===== config.mk =====
export PLATFORM = sky130hd
export DESIGN_NAME = apm_top
export DESIGN_NICKNAME = d
export VERILOG_FILES = /design/src/apm_pkg.sv /design/src/apm_sync.sv /design/src/apm_top.sv
export VERILOG_INCLUDE_DIRS = /design/src
export SDC_FILE = /design/constraint.sdc
export NUM_CORES = 1
export LEC_CHECK = 0
export ABC_AREA = 0
export BUFFER_PORTS_ARGS = -buffer_cell sky130_fd_sc_hd__buf_2
export CELL_PAD_IN_SITES_DETAIL_PLACEMENT = 2
export CELL_PAD_IN_SITES_GLOBAL_PLACEMENT = 2
export CORE_ASPECT_RATIO = 1.5
export CORE_MARGIN = 4
export CORE_UTILIZATION = 36
export DETAILED_ROUTE_END_ITERATION = 8
export HOLD_SLACK_MARGIN = 0.05
export PLACE_DENSITY = 0.85
export SYNTH_ARGS = -nofsm -noshare
export SYNTH_HDL_FRONTEND = slang
export SYNTH_SLANG_ARGS = --single-unit

===== constraint.sdc =====
create_clock -name clock_in -period 6.7 [get_ports clock_in]
set_input_delay 1.34 -clock clock_in [delete_from_list [all_inputs] [get_ports clock_in]]
set_output_delay 1.34 -clock clock_in [all_outputs]
set_load 0.03 [all_outputs]

===== src/apm_regs.svh =====
`ifndef APM_REGS_SVH
`define APM_REGS_SVH

// register indices; byte address is four times the index
`define APM_IDX_OFFSET_LOW 8'h34
`define APM_IDX_ROUTE 8'h35
`define APM_IDX_RATE_MON 8'h37
`define APM_IDX_RATIO_MON 8'h38
`define APM_IDX_OFFSET_HIGH 8'h3A
`define APM_IDX_IRQ_STATUS 8'h3B
`define APM_IDX_IRQ_MASK 8'h3C

// reset values
`define APM_RST_OFFSET_LOW 8'h00
`define APM_RST_ROUTE 8'h11
`define APM_RST_OFFSET_HIGH 1'h0
`define APM_RST_IRQ_MASK 3'h0

// field positions
`define APM_LEFT_LSB 4
`define APM_RIGHT_LSB 0
`define APM_RATIO_HI_LSB 4
`define APM_INVALID_BIT 4

// detected rate codes
`define APM_RATE_ERR 4'h0
`define APM_RATE_32K 4'h6
`define APM_RATE_48K 4'h9
`define APM_RATE_96K 4'hB

// bit clock ratio span
`define APM_RATIO_MIN 10'h020
`define APM_RATIO_MAX 10'h200

// interrupt event bits
`define APM_EV_RATIO 0
`define APM_EV_RATE 1
`define APM_EV_INVALID 2

// timing
`define APM_WORD_BITS 24
`define APM_CLK_NS 50
`define APM_FRAME_32K_NS 31250
`define APM_FRAME_48K_NS 20833
`define APM_FRAME_96K_NS 10417

`endif


===== src/apm_pkg.sv =====
package apm_pkg;
    // route field codes in encoding order: mute, same side, other side
    typedef enum logic [1:0] {
        APM_ROUTE_MUTE,
        APM_ROUTE_SAME,
        APM_ROUTE_SWAP,
        APM_ROUTE_RSVD
    } apm_route_t;
    // one audio word
    typedef logic [23:0] apm_word_t;
    // bit position inside a half frame
    typedef logic [9:0] apm_pos_t;
endpackage


===== src/apm_sync.sv =====
`timescale 1ns/1ns
// two-flop synchroniser for the three serial pins
module apm_sync (
    // clock and reset
    input wire logic clock_in,
    input wire logic rstn_in,
    // asynchronous pins
    input wire logic [2:0] pins_in,
    // synchronised copies
    output logic [2:0] pins_out
);
    logic [2:0] meta_r; // first stage, read only by second stage

    // first stage
    always_ff @(posedge clock_in or negedge rstn_in) begin
        if (!rstn_in) begin
            meta_r <= 3'h0;
        end else begin
            meta_r <= pins_in;
        end
    end

    // second stage
    always_ff @(posedge clock_in or negedge rstn_in) begin
        if (!rstn_in) begin
            pins_out <= 3'h0;
        end else begin
            pins_out <= meta_r;
        end
    end
endmodule // apm_sync


===== src/apm_top.sv =====
`timescale 1ns/1ns
`include "apm_regs.svh"
//Contract
// - offset applies to receive and transmit
// - code zero no delay, each step one bit
// - left route mute, left, or right
// - right route mute, right, or left
// - route fields reset to code 01
// - report rate code 0, 6, 9, B
// - ratio ten bits split over two registers
// - ratio counts bit clocks per frame
// - ratio monitor spans 32 to 512
// - invalid unless stable and in span
module apm_top
    import apm_pkg::*;
(
    // clock and reset
    input wire logic clock_in,
    input wire logic rstn_in,
    // apb slave
    input wire logic psel_in,
    input wire logic penable_in,
    input wire logic pwrite_in,
    input wire logic [11:0] paddr_in,
    input wire logic [31:0] pwdata_in,
    output logic [31:0] prdata_out,
    output logic pready_out,
    output logic pslverr_out,
    // serial audio link
    input wire logic bit_clock_in,
    input wire logic frame_clock_in,
    input wire logic serial_data_in,
    output logic serial_data_out,
    // status
    output logic bck_invalid_out,
    output logic irq_out
);
    // frame period windows in clock cycles, sixteenth tolerance
    localparam int P32 = `APM_FRAME_32K_NS / `APM_CLK_NS;
    localparam int P48 = `APM_FRAME_48K_NS / `APM_CLK_NS;
    localparam int P96 = `APM_FRAME_96K_NS / `APM_CLK_NS;
    localparam logic [10:0] CYC_MAX = 11'h7FF;

    logic [2:0] pins_s; // synchronised bck, frame clock, data
    logic bck_s;
    logic lrck_s;
    logic din_s;
    logic bck_d_r; // bck one cycle ago
    logic bck_rise;
    logic bck_fall;
    logic lrck_d_r; // frame clock seen at last bck rise
    logic half_start; // frame clock changed at this rise
    logic frame_start; // left half begins
    logic frame_start_d_r; // one cycle after frame start
    apm_pos_t pos_r; // position of last received bit
    apm_pos_t rx_pos;
    apm_pos_t tx_pos;
    logic tx_chan; // half being transmitted, 1 right
    logic [9:0] off_full; // nine-bit offset, zero padded
    logic rx_win;
    logic tx_win;
    apm_pos_t rx_d;
    apm_pos_t tx_d;
    apm_word_t shift_r; // receive shifter
    apm_word_t left_word_r; // last received left word
    apm_word_t right_word_r; // last received right word
    apm_word_t tx_left_r; // routed word for left output
    apm_word_t tx_right_r; // routed word for right output
    logic [7:0] offset_lo_r;
    logic offset_hi_r;
    logic [7:0] route_r;
    apm_route_t left_sel;
    apm_route_t right_sel;
    logic [10:0] cyc_cnt_r; // clock cycles in current frame
    logic [10:0] period_r; // cycles in last full frame
    logic [9:0] bck_cnt_r; // bit clocks in current frame
    logic [9:0] ratio_r; // bit clocks in last frame
    logic [9:0] ratio_prev_r; // frame before that
    logic [3:0] rate_code_r;
    logic [3:0] rate_code_nxt;
    logic invalid_nxt;
    logic [2:0] irq_status_r;
    logic [2:0] irq_mask_r;
    logic [2:0] irq_set;
    logic [2:0] irq_clr;
    logic apb_setup; // access phase, answer not yet given
    logic apb_done; // transfer completes at this edge
    logic [7:0] idx;
    logic hit;
    logic [31:0] rd_data;

    assign bck_s = pins_s[2];
    assign lrck_s = pins_s[1];
    assign din_s = pins_s[0];

    // pins cross into the clock domain here
    apm_sync u_sync (
        .clock_in(clock_in),
        .rstn_in(rstn_in),
        .pins_in({bit_clock_in, frame_clock_in, serial_data_in}),
        .pins_out(pins_s)
    );

    // bit clock edge detection on the synchronised copy
    always_ff @(posedge clock_in or negedge rstn_in) begin
        if (!rstn_in) begin
            bck_d_r <= 1'b0;
        end else begin
            bck_d_r <= bck_s;
        end
    end
    assign bck_rise = bck_s & ~bck_d_r;
    assign bck_fall = ~bck_s & bck_d_r;
    assign half_start = bck_rise && (lrck_s != lrck_d_r);
    assign frame_start = half_start && !lrck_s;

    assign off_full = {1'b0, offset_hi_r, offset_lo_r};
    assign left_sel = apm_route_t'(route_r[`APM_LEFT_LSB +: 2]);
    assign right_sel = apm_route_t'(route_r[`APM_RIGHT_LSB +: 2]);

    // window opens offset bits after half start
    always_comb begin
        rx_pos = half_start ? 10'h000 : pos_r + 10'h001;
        rx_d = rx_pos - off_full;
        rx_win = (rx_pos >= off_full) && (rx_d < 10'(`APM_WORD_BITS));
    end

    // next transmitted position, decided at the falling edge
    always_comb begin
        if (lrck_s != lrck_d_r) begin
            tx_pos = 10'h000;
            tx_chan = lrck_s;
        end else begin
            tx_pos = pos_r + 10'h001;
            tx_chan = lrck_d_r;
        end
        tx_d = tx_pos - off_full;
        tx_win = (tx_pos >= off_full) && (tx_d < 10'(`APM_WORD_BITS));
    end

    // bit position and frame clock phase, saturating long halves
    always_ff @(posedge clock_in or negedge rstn_in) begin
        if (!rstn_in) begin
            pos_r <= 10'h000;
            lrck_d_r <= 1'b0;
        end else if (bck_rise) begin
            lrck_d_r <= lrck_s;
            if (half_start) begin
                pos_r <= 10'h000;
            end else if (pos_r != 10'h3FF) begin
                pos_r <= pos_r + 10'h001;
            end
        end
    end

    // receive shifter takes only the offset window
    always_ff @(posedge clock_in or negedge rstn_in) begin
        if (!rstn_in) begin
            shift_r <= 24'h000000;
            left_word_r <= 24'h000000;
            right_word_r <= 24'h000000;
        end else if (half_start) begin
            // close the half that just ended
            if (lrck_d_r) begin
                right_word_r <= shift_r;
            end else begin
                left_word_r <= shift_r;
            end
            shift_r <= rx_win ? {23'h000000, din_s} : 24'h000000;
        end else if (bck_rise && rx_win) begin
            shift_r <= {shift_r[22:0], din_s};
        end
    end

    // routing waits one cycle so the right word just closed is used
    always_ff @(posedge clock_in or negedge rstn_in) begin
        if (!rstn_in) begin
            frame_start_d_r <= 1'b0;
        end else begin
            frame_start_d_r <= frame_start;
        end
    end

    always_ff @(posedge clock_in or negedge rstn_in) begin
        if (!rstn_in) begin
            tx_left_r <= 24'h000000;
        end else if (frame_start_d_r) begin
            case (left_sel)
                APM_ROUTE_SAME: tx_left_r <= left_word_r;
                APM_ROUTE_SWAP: tx_left_r <= right_word_r;
                // mute, and the reserved code behaves as mute
                default: tx_left_r <= 24'h000000;
            endcase
        end
    end

    always_ff @(posedge clock_in or negedge rstn_in) begin
        if (!rstn_in) begin
            tx_right_r <= 24'h000000;
        end else if (frame_start_d_r) begin
            case (right_sel)
                APM_ROUTE_SAME: tx_right_r <= right_word_r;
                APM_ROUTE_SWAP: tx_right_r <= left_word_r;
                default: tx_right_r <= 24'h000000;
            endcase
        end
    end

    // transmit on the falling edge, same offset window
    always_ff @(posedge clock_in or negedge rstn_in) begin
        if (!rstn_in) begin
            serial_data_out <= 1'b0;
        end else if (bck_fall) begin
            if (!tx_win) begin
                serial_data_out <= 1'b0;
            end else if (tx_chan) begin
                serial_data_out <= tx_right_r[5'(23 - tx_d)];
            end else begin
                serial_data_out <= tx_left_r[5'(23 - tx_d)];
            end
        end
    end

    // count bit clocks and clock cycles per frame
    always_ff @(posedge clock_in or negedge rstn_in) begin
        if (!rstn_in) begin
            bck_cnt_r <= 10'h000;
            cyc_cnt_r <= 11'h000;
            period_r <= CYC_MAX;
            ratio_r <= 10'h000;
            ratio_prev_r <= 10'h000;
        end else if (frame_start) begin
            ratio_r <= bck_cnt_r;
            ratio_prev_r <= ratio_r;
            period_r <= cyc_cnt_r;
            bck_cnt_r <= 10'h001;
            cyc_cnt_r <= 11'h001;
        end else begin
            // saturation keeps a lost clock from wrapping back in range
            if (bck_rise && bck_cnt_r != 10'h3FF) begin
                bck_cnt_r <= bck_cnt_r + 10'h001;
            end
            if (cyc_cnt_r != CYC_MAX) begin
                cyc_cnt_r <= cyc_cnt_r + 11'h001;
            end
        end
    end

    // classify frame period; tolerance absorbs bck jitter and any other period deviation up to a sixteenth
    function automatic logic [3:0] classify(input logic [10:0] p);
        if (p >= 11'(P32 - P32 / 16) && p <= 11'(P32 + P32 / 16)) begin
            return `APM_RATE_32K;
        end else if (p >= 11'(P48 - P48 / 16) && p <= 11'(P48 + P48 / 16))
        begin
            return `APM_RATE_48K;
        end else if (p >= 11'(P96 - P96 / 16) && p <= 11'(P96 + P96 / 16))
        begin
            return `APM_RATE_96K;
        end else begin
            return `APM_RATE_ERR;
        end
    endfunction

    // monitors refresh every cycle from the measurements
    always_comb begin
        // a stalled frame clock reads as rate error
        rate_code_nxt = (cyc_cnt_r == CYC_MAX) ? `APM_RATE_ERR
                                               : classify(period_r);
        // stable and inside the span, and clock present
        invalid_nxt = (ratio_r != ratio_prev_r)
                   || (ratio_r < `APM_RATIO_MIN)
                   || (ratio_r > `APM_RATIO_MAX)
                   || (cyc_cnt_r == CYC_MAX);
    end

    // monitor state
    always_ff @(posedge clock_in or negedge rstn_in) begin
        if (!rstn_in) begin
            rate_code_r <= `APM_RATE_ERR;
            bck_invalid_out <= 1'b1;
        end else begin
            rate_code_r <= rate_code_nxt;
            bck_invalid_out <= invalid_nxt;
        end
    end

    // apb decode; answer comes one cycle into the access phase
    assign apb_setup = psel_in && penable_in && !pready_out;
    assign apb_done = psel_in && penable_in && pready_out;
    assign idx = paddr_in[9:2];

    // ratio split over two monitor registers
    always_comb begin
        hit = 1'b1;
        rd_data = 32'h00000000;
        case (idx)
            `APM_IDX_OFFSET_LOW: rd_data[7:0] = offset_lo_r;
            `APM_IDX_ROUTE: rd_data[7:0] = route_r;
            `APM_IDX_RATE_MON: begin
                rd_data[3:0] = rate_code_r;
                rd_data[`APM_RATIO_HI_LSB +: 2] = ratio_r[9:8];
            end
            `APM_IDX_RATIO_MON: rd_data[7:0] = ratio_r[7:0];
            `APM_IDX_OFFSET_HIGH: begin
                rd_data[0] = offset_hi_r;
                rd_data[`APM_INVALID_BIT] = bck_invalid_out;
            end
            `APM_IDX_IRQ_STATUS: rd_data[2:0] = irq_status_r;
            `APM_IDX_IRQ_MASK: rd_data[2:0] = irq_mask_r;
            default: hit = 1'b0;
        endcase
    end

    // apb answer registers
    always_ff @(posedge clock_in or negedge rstn_in) begin
        if (!rstn_in) begin
            pready_out <= 1'b0;
            pslverr_out <= 1'b0;
            prdata_out <= 32'h00000000;
        end else begin
            pready_out <= apb_setup;
            pslverr_out <= apb_setup && !hit;
            if (apb_setup) begin
                prdata_out <= pwrite_in ? 32'h00000000 : rd_data;
            end
        end
    end

    // writable registers; monitor indices simply ignore writes
    always_ff @(posedge clock_in or negedge rstn_in) begin
        if (!rstn_in) begin
            offset_lo_r <= `APM_RST_OFFSET_LOW;
            offset_hi_r <= `APM_RST_OFFSET_HIGH;
            route_r <= `APM_RST_ROUTE;
            irq_mask_r <= `APM_RST_IRQ_MASK;
        end else if (apb_done && pwrite_in) begin
            case (idx)
                `APM_IDX_OFFSET_LOW: offset_lo_r <= pwdata_in[7:0];
                `APM_IDX_OFFSET_HIGH: offset_hi_r <= pwdata_in[0];
                // code 11 is stored but only ever mutes
                `APM_IDX_ROUTE: route_r <= pwdata_in[7:0] & 8'h33;
                `APM_IDX_IRQ_MASK: irq_mask_r <= pwdata_in[2:0];
                default: ;
            endcase
        end
    end

    // interrupt events; a set in the clearing cycle survives
    always_comb begin
        irq_set = 3'h0;
        irq_set[`APM_EV_RATIO] = frame_start_d_r && (ratio_r != ratio_prev_r);
        irq_set[`APM_EV_RATE] = rate_code_nxt != rate_code_r;
        irq_set[`APM_EV_INVALID] = invalid_nxt && !bck_invalid_out;
        // clear only the bits handed out, so a late event is not lost
        irq_clr = (apb_done && !pwrite_in && idx == `APM_IDX_IRQ_STATUS)
                ? prdata_out[2:0] : 3'h0;
    end

    // sticky status and the level interrupt
    always_ff @(posedge clock_in or negedge rstn_in) begin
        if (!rstn_in) begin
            irq_status_r <= 3'h0;
            irq_out <= 1'b0;
        end else begin
            irq_status_r <= (irq_status_r & ~irq_clr) | irq_set;
            irq_out <= |(irq_status_r & irq_mask_r);
        end
    end
endmodule // apm_top


==> flow_metrics.env <==
export IMPL_synth_edff_count=0
export IMPL_avgSynthCellArea_um2=11.0
export IMPL_drive_gt1_share_pct=20.6
export IMPL_r2r_start="lrck_d_r$_DFFE_PN0P_"
export IMPL_mostFrequentLayoutCell="dfrtp_1"
export IMPL_ff2ff_setup_slack_ns=1.89
export IMPL_die_x_um=153
export IMPL_cp_max_fo=32
export IMPL_core_region_area_mm2=0.0310
export IMPL_rsz0062_at_grt="false"
export IMPL_critPathRequiredTime_ns=7.08
export IMPL_clock_path_buffers=3
export IMPL_ctsResizeCount=0
export IMPL_fmax_ghz=0.208
export IMPL_hold_viol_final=0
export IMPL_grt_max_degree=116
export IMPL_p_per_area_mw_per_mm2=282
export IMPL_netlist_area_mm2=0.0113
export IMPL_gr_total_overflow=0
export IMPL_gp_congestion=0.785
export IMPL_dpl_hpwl_mm=22.5
export IMPL_cts_tree="done"
export IMPL_relSlewSlack_pct=13.7
export IMPL_start_util_pct=36.5
export IMPL_grt_pass1_wl_mm=55.9
export IMPL_p_leak_uw=0.00572
export IMPL_hold_end="u_sync.pins_out[2]$_DFF_PN0_"
export IMPL_syn2layout_area_growth_pct=11.4
export IMPL_yosysWarnings=0
export IMPL_dieArea_mm2=0.0344
export IMPL_dr_max_layer_used="met4"
export IMPL_async_flop_share_pct=100
export IMPL_maxCapViolCount=0
export IMPL_fin_nets=1129
export IMPL_crit_type="reg2reg"
export IMPL_finalCriticalPeriod_ns=4.81
export IMPL_clk_pin_slew_worst_paths_ns=0.07
export IMPL_holdBufCountCts=0
export IMPL_antenna_found_initial=1
export IMPL_setup_viol=0
export IMPL_met2_length_mm=19.9
export IMPL_r2r_end="shift_r[4]$_DFFE_PN0P_"
export IMPL_track_usage_pct=20.2
export IMPL_rows=79
export IMPL_hold_worst_slack_ns=0.350
export IMPL_ys_seq_area_share_pct=50.1
export IMPL_met3_length_mm=1.13
export IMPL_min_from="u_sync.meta_r[2]$_DFF_PN0_"
export IMPL_syn_inst=1029
export IMPL_vias_per_cell=5.70
export IMPL_clock_sinks=226
export IMPL_status="finished clean"
export IMPL_numCtsBuffers=24
export IMPL_crit_path_end_kind="flop"
export IMPL_hold_path_class="reg2reg"
export IMPL_drt_wl_total_mm=35.2
export IMPL_register_area_mm2=0.00567
export IMPL_layout_common_cells="dfrtp_1 (212), mux2_2 (103), nand2_1 (79)"
export IMPL_pin_count=89
export IMPL_skew_ns=0.0306
export IMPL_fin_crit_sh_pct=71.8
export IMPL_num_vias=8385
export IMPL_portBuffers=36
export IMPL_ys_seq_elements=226
export IMPL_htree_levels=1
export IMPL_ir_drop_mv=0.191
export IMPL_insertion_delay_ns=0.55
export IMPL_maxSlewViolCount=0
export IMPL_antenna_left=0
export IMPL_firstDrtPassIters=5
export IMPL_multi_input_area_mm2=0.00514
export IMPL_drc=0
export IMPL_ys_flop_type="dfrtp_1"
export IMPL_worstPathArrival_ns=5.19
export IMPL_num_fill_cells=3191
export IMPL_whs_path_depth=0
export IMPL_reg2reg_depth=13
export IMPL_grt_pass1_vias=9795
export IMPL_ys_types=61
export IMPL_cp_start_kind="flop"
export IMPL_drt_met1_wl_mm=12.8
export IMPL_cts_root_buf="clkbuf_16"
export IMPL_finalSetupTns_ns=0
export IMPL_die_h_um=225
export IMPL_drt_initial_drc_count=500
export IMPL_max_slew_worst_pin_slew_ns=1.29
export IMPL_postCtsSetupBuffers=0
export IMPL_wire_per_inst_um=23.9
worst max-delay path by stage:
stage / startpoint / endpoint / slack [ns] / cells past startpoint
finish: lrck_d_r$_DFFE_PN0P_ / shift_r[4]$_DFFE_PN0P_ / 1.89 / 13
global route: lrck_d_r$_DFFE_PN0P_ / shift_r[4]$_DFFE_PN0P_ / 1.57 / 13
CTS: lrck_d_r$_DFFE_PN0P_ / shift_r[12]$_DFFE_PN0P_ / 1.89 / 13
detailed placement: u_sync.pins_out[1]$_DFF_PN0_ / shift_r[3]$_DFFE_PN0P_ / 1.98 / 12
global placement: u_sync.pins_out[1]$_DFF_PN0_ / shift_r[4]$_DFFE_PN0P_ / 2.10 / 12
floorplan: u_sync.pins_out[1]$_DFF_PN0_ / shift_r[10]$_DFFE_PN0P_ / 2.72 / 15
registers in the layout (all words and copies together), names as in the netlist, 3 cells and up:
| name | flops |
|---|---|
| route_r | 4 |
| rate_code_r | 3 |
| left_word_r | 24 |
| ratio_r | 10 |
| bck_cnt_r | 10 |
| period_r | 11 |
| irq_mask_r | 3 |
| pos_r | 10 |
| prdata_out | 8 |
| ratio_prev_r | 10 |
| tx_right_r | 24 |
| right_word_r | 24 |
| cyc_cnt_r | 11 |
| offset_lo_r | 8 |
| irq_status_r | 3 |
| shift_r | 24 |
| u_sync.pins_out | 3 |
| tx_left_r | 24 |
| u_sync.meta_r | 3 |
stage by stage:
| step | util, % | std cells | area, µm² | total power [µW] | worst slack (ns) |
|---|---|---|---|---|---|
| after floorplan | - | 1052 | 11400 | 1970 | 2.72 |
| after global placement | 38.1 | 1427 | 11800 | 2110 | 2.10 |
| after detailed placement | 38.1 | 1427 | 11800 | 2170 | 1.98 |
| after CTS | 40.7 | 1471 | 12600 | 3590 | 1.89 |
| after global routing | 40.7 | 1472 | 12600 | 3720 | 1.57 |
| final | 40.7 | 1472 | 12600 | 3560 | 1.89 |
routing by layer:
metal  track usage [%]  up-vias
met3              2.29       86
met1              21.1     4410
li1                  -     3687
met5                 0        -
met4              9.86        0
met2              39.8      202
layout make-up:
type	count	area share, %
Sequential cell	226	45.0
Multi-Input combinational cell	685	40.7
Clock buffer	35	5.49
Tap cell	405	4.02
Inverter	69	2.05
Timing Repair Buffer	42	1.86
Clock inverter	9	0.902
Antenna cell	1	0.0198
cells by family after synthesis:
group / synth area share, %
other: 0.0331
XOR/XNOR: 3.25
multiplexers: 15.5
AND/OR/NAND/NOR: 9.59
flip-flops: 50.1
buffers and inverters: 5.61
AO/OA/AOI/OAI: 12.7
adder cells (fa/ha/maj): 3.27
where the power goes:
part           total (µW)  internal, µW  switching [µW]
clock                1390           801             592
sequential           1590          1460             125
combinational         577           230             347
cells in the mapped netlist (6+ instances only):
master    number  area, µm²
a21o_1         7       52.6
a21oi_1       27        135
a22o_1         6       52.6
a22oi_1       55        413
and2_1         6       37.5
and3_1         8       50.1
buf_4         24        180
clkbuf_1      44        165
dfrtp_1      212       5310
dfstp_2       14        368
ha_1          28        350
inv_1         69        259
mux2_2       103       1160
mux2i_1       30        300
mux4_2        13        293
nand2_1       79        297
nand2b_1       8       50.1
nand3_1       20        100
nand4_1       15       93.8
nor2_1        57        214
nor2b_1        9       56.3
nor4_1         6       37.5
o21ai_0       31        155
o22ai_1       50        313
or3_1          6       37.5
xnor2_1       12        105
xor2_1        30        263
worst max-delay path, cell delays in order (launching register included):
cell	delay [ns]
dfrtp_1	0.49
inv_1	0.14
ha_1	0.53
or2_2	0.81
and2_1	0.24
ha_1	0.25
nor2b_1	0.16
o31ai_2	0.25
a21oi_1	0.17
or4_1	0.50
a222oi_1	0.47
o211ai_4	0.12
buf_4	0.29
mux2i_1	0.18
Note: power is estimated with default switching activity, not from simulation.
